==> config.mk <==
export PLATFORM = sky130hd
export DESIGN_NAME = sfsp_top
export DESIGN_NICKNAME = d
export VERILOG_FILES = /design/src/sfsp_pkg.sv /design/src/sfsp_top.sv
export VERILOG_INCLUDE_DIRS = /design/src
export SDC_FILE = /design/constraint.sdc
export NUM_CORES = 2
export LEC_CHECK = 0
export BUFFER_PORTS_ARGS = -buffer_cell sky130_fd_sc_hd__buf_2
export CAP_MARGIN = 20
export CORE_MARGIN = 2
export CORE_UTILIZATION = 55
export DETAILED_ROUTE_END_ITERATION = 8
export HOLD_SLACK_MARGIN = 0.1
export PLACE_DENSITY = 0.75
export SYNTH_ARGS = -nofsm -noshare
export SYNTH_HDL_FRONTEND = slang
export SYNTH_SLANG_ARGS = --single-unit
==> constraint.sdc <==
create_clock -name ref_clk -period 5.15 [get_ports ref_clk]
set_clock_uncertainty 0.05 [all_clocks]
set_input_delay 1.03 -clock ref_clk [delete_from_list [all_inputs] [get_ports ref_clk]]
set_output_delay 1.03 -clock ref_clk [all_outputs]
set_load 0.01 [all_outputs]
==> src/sfsp_cfg.svh <==
// Summary of operation
// - read-status opcode: second byte returns primary status
// - third byte of read-status returns link status
// - clear-status opcode clears the program error bit and bit 3, not the erase error bit
// - busy pin falls when clear-status completes
// - 256 data bytes from fourth byte, ascending
// - page written automatically after data accepted
// - busy falls when ready for next page
// - program result recorded in primary status
// - bytes are eight bits, least significant first
// - sample on rising edge, shift on falling
// - program error flag set on failure, cleared
`ifndef SFSP_CFG_SVH
`define SFSP_CFG_SVH
`define SFSP_OP_READ_STATUS  8'h70
`define SFSP_OP_CLEAR_STATUS 8'h50
`define SFSP_OP_PAGE_PROGRAM 8'h41
`define SFSP_PAGE_BYTES      9'h100
`define SFSP_BIT_READY       7
`define SFSP_BIT_ERASE_ERR   5
`define SFSP_BIT_PROG_ERR    4
`define SFSP_BIT_ERR_LOW     3
`define SFSP_STATUS_RESET    8'h80
`define SFSP_LINK_RESET      8'h00
`endif

==> src/sfsp_pkg.sv <==
package sfsp_pkg;
    // command sequencer states
    typedef enum logic [2:0] {
        SFSP_IDLE,
        SFSP_ST_PRIMARY,
        SFSP_ST_LINK,
        SFSP_ADDR_MID,
        SFSP_ADDR_HIGH,
        SFSP_DATA,
        SFSP_WRITE
    } sfsp_state_type;
endpackage

==> src/sfsp_top.sv <==
`timescale 1ns/10ps
`include "sfsp_cfg.svh"
module sfsp_top
    import sfsp_pkg::*;
(
    input  wire logic        ref_clk,
    input  wire logic        rst_n,
    input  wire logic        serial_clock_in,     // transfer clock from programmer
    input  wire logic        serial_rx_line,      // data from programmer
    output logic             serial_tx_line,      // data to programmer
    output logic             handshake_pin,       // busy, high while active
    input  wire logic [7:0]  link_status,         // secondary status from handler
    output logic [7:0]       primary_status,      // status register contents
    output logic             rx_byte_valid,       // one-cycle strobe per byte received
    output logic [7:0]       rx_byte,             // last received byte
    output logic             flash_write_req,     // pulse: write buffered page
    output logic [23:0]      flash_addr,          // page base address
    output logic [7:0]       flash_wdata,         // data byte being streamed
    output logic             flash_wvalid,        // pulse per buffered byte
    input  wire logic        flash_done,          // pulse: page write ended
    input  wire logic        flash_error          // qualifies flash_done
);
    // three-stage synchronisers; stage one is read only by stage two
    logic [2:0]     clk_sync;
    logic [2:0]     rx_sync;
    logic           clk_rise;                     // sampled rising edge of transfer clock
    logic           clk_fall;                     // sampled falling edge
    logic           clk_level;                    // filtered transfer clock level
    logic [2:0]     bit_count;                    // bits gathered in this byte
    logic [7:0]     shift_in;                     // receive shifter
    logic [7:0]     shift_out;                    // transmit shifter
    logic           tx_load;                      // load a byte for sending
    logic [7:0]     tx_byte;                      // byte to be loaded
    sfsp_state_type state;
    logic [8:0]     data_count;                   // page bytes accepted
    logic [7:0]     page_mem [0:255];             // page buffer
    logic [8:0]     stream_idx;                   // write stream pointer
    logic           streaming;                    // page being handed to flash
    logic           page_last;                    // 256th page byte arrives this cycle

    // synchronise the outside pins
    always_ff @(posedge ref_clk) begin
        if (!rst_n) begin
            // both pins idle high; a zero here would fake an edge after reset
            clk_sync <= 3'h7;
            rx_sync  <= 3'h7;
        end else begin
            clk_sync <= {clk_sync[1:0], serial_clock_in};
            rx_sync  <= {rx_sync[1:0], serial_rx_line};
        end
    end

    // filtered level moves only when stages two and three agree
    always_ff @(posedge ref_clk) begin
        if (!rst_n) begin
            clk_level <= 1'b1;                    // programmer holds the clock high when idle
        end else if (clk_sync[1] == clk_sync[2]) begin
            clk_level <= clk_sync[2];
        end
    end

    // an edge counts once stages two and three agree on the new level
    assign clk_rise = clk_sync[1] & clk_sync[2] & ~clk_level;
    assign clk_fall = ~clk_sync[1] & ~clk_sync[2] & clk_level;

    // last byte of the page: starts the write and keeps busy up
    assign page_last = (state == SFSP_DATA) && rx_byte_valid &&
                       (data_count == `SFSP_PAGE_BYTES - 9'h001);

    // receive shifter, lsb arrives first
    always_ff @(posedge ref_clk) begin
        if (!rst_n) begin
            bit_count     <= 3'h0;
            shift_in      <= 8'h00;
            rx_byte       <= 8'h00;
            rx_byte_valid <= 1'b0;
        end else begin
            rx_byte_valid <= 1'b0;
            if (clk_rise) begin
                shift_in  <= {rx_sync[2], shift_in[7:1]};
                bit_count <= bit_count + 3'h1;
                if (bit_count == 3'h7) begin
                    // whole byte in; strobe it once
                    rx_byte       <= {rx_sync[2], shift_in[7:1]};
                    rx_byte_valid <= 1'b1;
                end
            end
        end
    end

    // transmit shifter, changes on falling edges, lsb first
    always_ff @(posedge ref_clk) begin
        if (!rst_n) begin
            shift_out      <= 8'h00;
            serial_tx_line <= 1'b1;
        end else if (tx_load) begin
            // load only; the line keeps its bit until the byte's first falling edge
            shift_out      <= tx_byte;
        end else if (clk_fall) begin
            // loads follow rising edges, so a load never hides a falling edge
            serial_tx_line <= shift_out[0];
            shift_out      <= {1'b1, shift_out[7:1]};
        end
    end

    // load status bytes as their slot begins
    always_comb begin
        tx_load = 1'b0;
        tx_byte = primary_status;
        if (rx_byte_valid && state == SFSP_IDLE && rx_byte == `SFSP_OP_READ_STATUS) begin
            tx_load = 1'b1;
            tx_byte = primary_status;
        end else if (state == SFSP_ST_PRIMARY && clk_rise && bit_count == 3'h7) begin
            // slot of second byte ends: queue the link status next
            tx_load = 1'b1;
            tx_byte = link_status;
        end
    end

    // command sequencer
    always_ff @(posedge ref_clk) begin
        if (!rst_n) begin
            state      <= SFSP_IDLE;
            data_count <= 9'h000;
            flash_addr <= 24'h000000;
        end else begin
            unique case (state)
                SFSP_IDLE: begin
                    if (rx_byte_valid) begin
                        if (rx_byte == `SFSP_OP_READ_STATUS) begin
                            state <= SFSP_ST_PRIMARY;
                        end else if (rx_byte == `SFSP_OP_PAGE_PROGRAM) begin
                            state <= SFSP_ADDR_MID;
                        end
                        // clear-status and unknown codes finish in place
                    end
                end
                SFSP_ST_PRIMARY: begin
                    if (rx_byte_valid) begin
                        state <= SFSP_ST_LINK;
                    end
                end
                SFSP_ST_LINK: begin
                    if (rx_byte_valid) begin
                        state <= SFSP_IDLE;
                    end
                end
                SFSP_ADDR_MID: begin
                    if (rx_byte_valid) begin
                        flash_addr <= {flash_addr[23:16], rx_byte, 8'h00};
                        state      <= SFSP_ADDR_HIGH;
                    end
                end
                SFSP_ADDR_HIGH: begin
                    if (rx_byte_valid) begin
                        flash_addr <= {rx_byte, flash_addr[15:8], 8'h00};
                        data_count <= 9'h000;
                        state      <= SFSP_DATA;
                    end
                end
                SFSP_DATA: begin
                    if (rx_byte_valid) begin
                        data_count <= data_count + 9'h001;
                        if (data_count == `SFSP_PAGE_BYTES - 9'h001) begin
                            state <= SFSP_WRITE;
                        end
                    end
                end
                SFSP_WRITE: begin
                    if (flash_done) begin
                        state <= SFSP_IDLE;
                    end
                end
            endcase
        end
    end

    // page buffer fills in ascending order
    always_ff @(posedge ref_clk) begin
        if (state == SFSP_DATA && rx_byte_valid) begin
            page_mem[data_count[7:0]] <= rx_byte;
        end
    end

    // hand the page to flash on our own, byte by byte, then request the write
    always_ff @(posedge ref_clk) begin
        if (!rst_n) begin
            streaming       <= 1'b0;
            stream_idx      <= 9'h000;
            flash_wvalid    <= 1'b0;
            flash_wdata     <= 8'h00;
            flash_write_req <= 1'b0;
        end else begin
            flash_wvalid    <= 1'b0;
            flash_write_req <= 1'b0;
            if (page_last) begin
                streaming  <= 1'b1;
                stream_idx <= 9'h000;
            end else if (streaming) begin
                if (stream_idx == `SFSP_PAGE_BYTES) begin
                    streaming       <= 1'b0;
                    flash_write_req <= 1'b1;
                end else begin
                    flash_wdata  <= page_mem[stream_idx[7:0]];
                    flash_wvalid <= 1'b1;
                    stream_idx   <= stream_idx + 9'h001;
                end
            end
        end
    end

    // primary status: ready bit and sticky error flags; failure wins over clear
    always_ff @(posedge ref_clk) begin
        if (!rst_n) begin
            primary_status <= `SFSP_STATUS_RESET;
        end else begin
            primary_status[`SFSP_BIT_READY] <= (state != SFSP_WRITE);
            if (state == SFSP_IDLE && rx_byte_valid && rx_byte == `SFSP_OP_CLEAR_STATUS) begin
                primary_status[`SFSP_BIT_PROG_ERR] <= 1'b0;
                primary_status[`SFSP_BIT_ERR_LOW]  <= 1'b0;
            end
            if (state == SFSP_WRITE && flash_done && flash_error) begin
                primary_status[`SFSP_BIT_PROG_ERR] <= 1'b1;
            end
        end
    end

    // busy from first bit of a byte until that byte ends, or until flash_done after the last page byte
    always_ff @(posedge ref_clk) begin
        if (!rst_n) begin
            handshake_pin <= 1'b0;
        end else if (clk_rise) begin
            handshake_pin <= 1'b1;
        end else if (rx_byte_valid) begin
            // low between bytes except while the page is being written
            handshake_pin <= page_last;
        end else if (state == SFSP_WRITE && flash_done) begin
            handshake_pin <= 1'b0;
        end
    end
endmodule

==> summary.txt <==
Clock tree
  • Clock Path Buffers: 3
  • Worst-Skew Late Latency: 0.85 ns
  • CTS clk-pin slew, worst paths: 0.06 ns
  • CTS tree: done
  • Inserted Clock Buffers: between 150 and 200
  • Post-CTS Repair Setup Buffers: 0
  • Cts repair resizes: 0
  • Sink Count: roughly 2,100
  • Clock root buffer: clkbuf_16
  • Hold buffer count at cts: 0
  • Htree depth: 4

Placement
  • Final Wtd Congestion: between 0.9 and 1
  • Detail Placement HPWL: 133,000 µm
  • Dpl cells: 6,194
  • Pre-CTS WS: 1.308 ns
  • Number of port buffers: 52

Critical path
  • Crit-path max FO: slightly above 80
  • Crit path from: stream_idx[3]
  • WP data required: 5.83 ns
  • Worst Path Arrival: 4.72 ns
  • Worst Setup EP: flash_wdata[0]
  • Reg2reg setup slack: around 1.1 ns
  • Startpoint types: flip-flop
  • Start of the worst register-to-register path: stream_idx[3]
  • Worst setup EP type: flip-flop
  • Critical path class: reg -> reg
  • Worst r2r path cells: 8
  • FF-to-FF End: flash_wdata[0]

Synthesis
  • Leading area contributor after synthesis: edfxtp_1
  • Yosys Warn Count: 0
  • Synthesized area: 0.08360 mm²
  • Post-synth top area share: 73.57%
  • Synth Flop Type: edfxtp_1
  • Fraction of registers with async set/reset: 0%
  • Number of flops mapped to enable cells by yosys: 2,048
  • Cell variety after synth: 76
  • Seq/Total Area, Yosys: 75.63%
  • Syn_area_per_cell: just under 20 µm²
  • Mapped Cells: about 4,200
  • Top cells by area, synth: edfxtp_1, mux4_2, mux2i_1, dfxtp_1, nor2_1
  • Yosys reg bits: roughly 2,100

GRT
  • GR Overflow Total: 0
  • Vias in the first global route: 42,580
  • Total GRT Usage: 28.09%
  • Largest net degree at the start of global routing: 184
  • Initial antenna violation count: 9
  • First-pass GRT wire length: 312,500 µm

Route
  • DRC violations left: 0
  • Initial DRT Pass Iterations: 9
  • DR iter-0 viols: ~7,600
  • Post-Route WL: 218,800 µm
  • Wire length per cell: 33.36 µm
  • Vias per cell: 6.755
  • Post-route ant nets: 0
  • DR vias: 44,300

Pwr
  • Switching part of the total: roughly 19%
  • Max VDD drop: 0.2887 mV
  • Clock power frac: about 43%
  • Power per standard cell area: 357.0 mW/mm²
  • Int Pwr: 26.60 mW
  • Switch Pwr: 6.373 mW
  • Logic pwr share: 0.1%
  • Sequential share of power: a little under three fifths
  • Leakage: 28.26 nW

Floorplanning
  • # IOs: 67
  • Die W: 393.9 µm
  • Die Ht: between 300 and 400 µm
  • Num rows: 143
  • Die footprint: 0.1551 mm²
  • Initial core utilization: 55.23%
  • Core area: 0.1514 mm²

Timing
  • FMAX: roughly 250 MHz
  • Final worst slack: 1.106 ns
  • Min cycle time layout: 4.044 ns
  • Final setup viols: 0
  • Slew HR: approximately a fifth
  • RSZ-0062 raised after global routing: no
  • Max-slew violations: 0
  • Setup TNS: 0 ns
  • Worst slew pin tran: 1.177 ns
  • Hold Vio Cnt, Final: 0
  • Final hold slack: around 0.35 ns
  • Period utilization: 78.53%

Flow run
  • Max-capacitance violation count: 0

Run status
  • Status: complete, no violations

Hold path
  • WHS Path Cells: 2
  • Min-Delay Path Class: in -> reg

Layout
  • Area Overhead vs Synth: 10.48%
  • Commonest non-fill, non-tap cell in the layout: edfxtp_1
  • FILL cells: 10,240
  • Final non-filler cell total: 6,558
  • Fraction of layout cells with a size suffix above 1: 20.31%
  • Commonest non-fill, non-tap cells in the layout: edfxtp_1, mux4_2, nor2_1, mux2i_1, clkbuf_16
  • Net count, final: about 4,400
## layout make-up
cell class | instances | area, µm² | area share (%)
clock buffers | 256 | 5304 | 5.743
clock inverters | 102 | 965.9 | 1.046
multi-input cells | 1823 | 18690 | 20.24
inverters | 19 | 71.32 | 0.07722
flip-flops and latches | 2134 | 63270 | 68.51
repair buffers | 190 | 1504 | 1.628
well taps | 2030 | 2540 | 2.750
diodes | 4 | 10.01 | 0.01084
## cells in the mapped netlist, types with 7 or more instances
cell and n:
edfxtp_1 2048, mux4_2 401, nor2_1 323, mux2i_1 210
nand2_1 180, dfxtp_1 86, clkbuf_1 84, buf_2 76
buf_4 62, a21oi_1 59, o21ai_0 59, a22oi_1 56
o22ai_1 52, a21boi_0 39, a211oi_1 33, mux4_1 33
o221ai_1 30, buf_6 28, nor3_1 28, a221oi_1 25
nand3_1 25, nor2b_1 24, mux2_2 21, a31oi_1 19
inv_1 18, a22o_1 17, nand2b_1 14, and2_1 11
ha_1 11, and3_1 9, o211ai_1 9, a2111oi_0 8
buf_1 8, or3_1 8, a211o_1 7, nand4_1 7
nor4_1 7, xnor2_1 7, xor2_1 7
## how the worst min path moves through the flow
stage | startpoint | endpoint | slack [ns]
final | serial_rx_line | rx_sync[0] | 0.35
after global routing | serial_rx_line | rx_sync[0] | 0.34
after CTS | serial_rx_line | rx_sync[0] | 0.31
after detailed placement | clk_sync[0] | clk_sync[1] | 0.35
after global placement | rx_sync[1] | rx_sync[2] | 0.35
after floorplan | clk_sync[0] | clk_sync[1] | 0.34
## kinds of logic (layout without fill, tap and decap cells)
| group | count (synthesis) | in the layout | share of synthesized area [%] |
|---|---|---|---|
| compound gates | 458 | 458 | 3.861 |
| xor+xnor | 14 | 14 | 0.1467 |
| fa+ha+maj | 11 | 11 | 0.1646 |
| buf+inv | 290 | 567 | 2.130 |
| flops | 2134 | 2134 | 75.63 |
| mux | 665 | 665 | 14.64 |
| other cells | 1 | 18 | 0.004486 |
| simple gates | 661 | 661 | 3.429 |
## metal layers
layer / share of wire (%) / GRT usage, %
met4: 4.4 / 11.47
met3: 14 / 8.160
met1: 37 / 40.11
met5: 0.028 / 0
met2: 45 / 41.11
## power by group through the flow
| stage | combinational, mW | sequential (mW) | clock [mW] |
|---|---|---|---|
| after global routing | 0.0407 | 18.7 | 14.9 |
| final | 0.0373 | 18.7 | 14.2 |
| after global placement | 0.0362 | 19.1 | 0 |
| after CTS | 0.0367 | 18.7 | 14.3 |
| after floorplan | 0.0327 | 19.1 | 0 |
| after detailed placement | 0.0366 | 19.1 | 0 |
## worst max-delay path, cell delays in order, from the launching register on
cell,delay (ns)
dfxtp_4,0.86
buf_12,0.48
and2_1,0.47
a221o_1,0.26
o221ai_1,0.12
o31ai_1,0.94
nand2_1,0.17
nor4_1,0.33
o22ai_1,0.14
## sequential cells by signal (all words and copies together), names as in the netlist, 7 cells and up
signal and count:
data_count 9, flash_addr 16, flash_wdata 8, page_mem 2048, rx_byte 8, shift_in 7, shift_out 8, stream_idx 9
## through the flow
stage	instance area [µm²]	util, %	power, mW
after floorplan	83650	-	19.12
after global placement	86060	56.85	19.12
after detailed placement	86060	56.86	19.12
after CTS	92330	61.00	33.04
after global routing	92350	61.01	33.66
final	92360	61.01	32.97
Power figures use the tool's default switching activity.
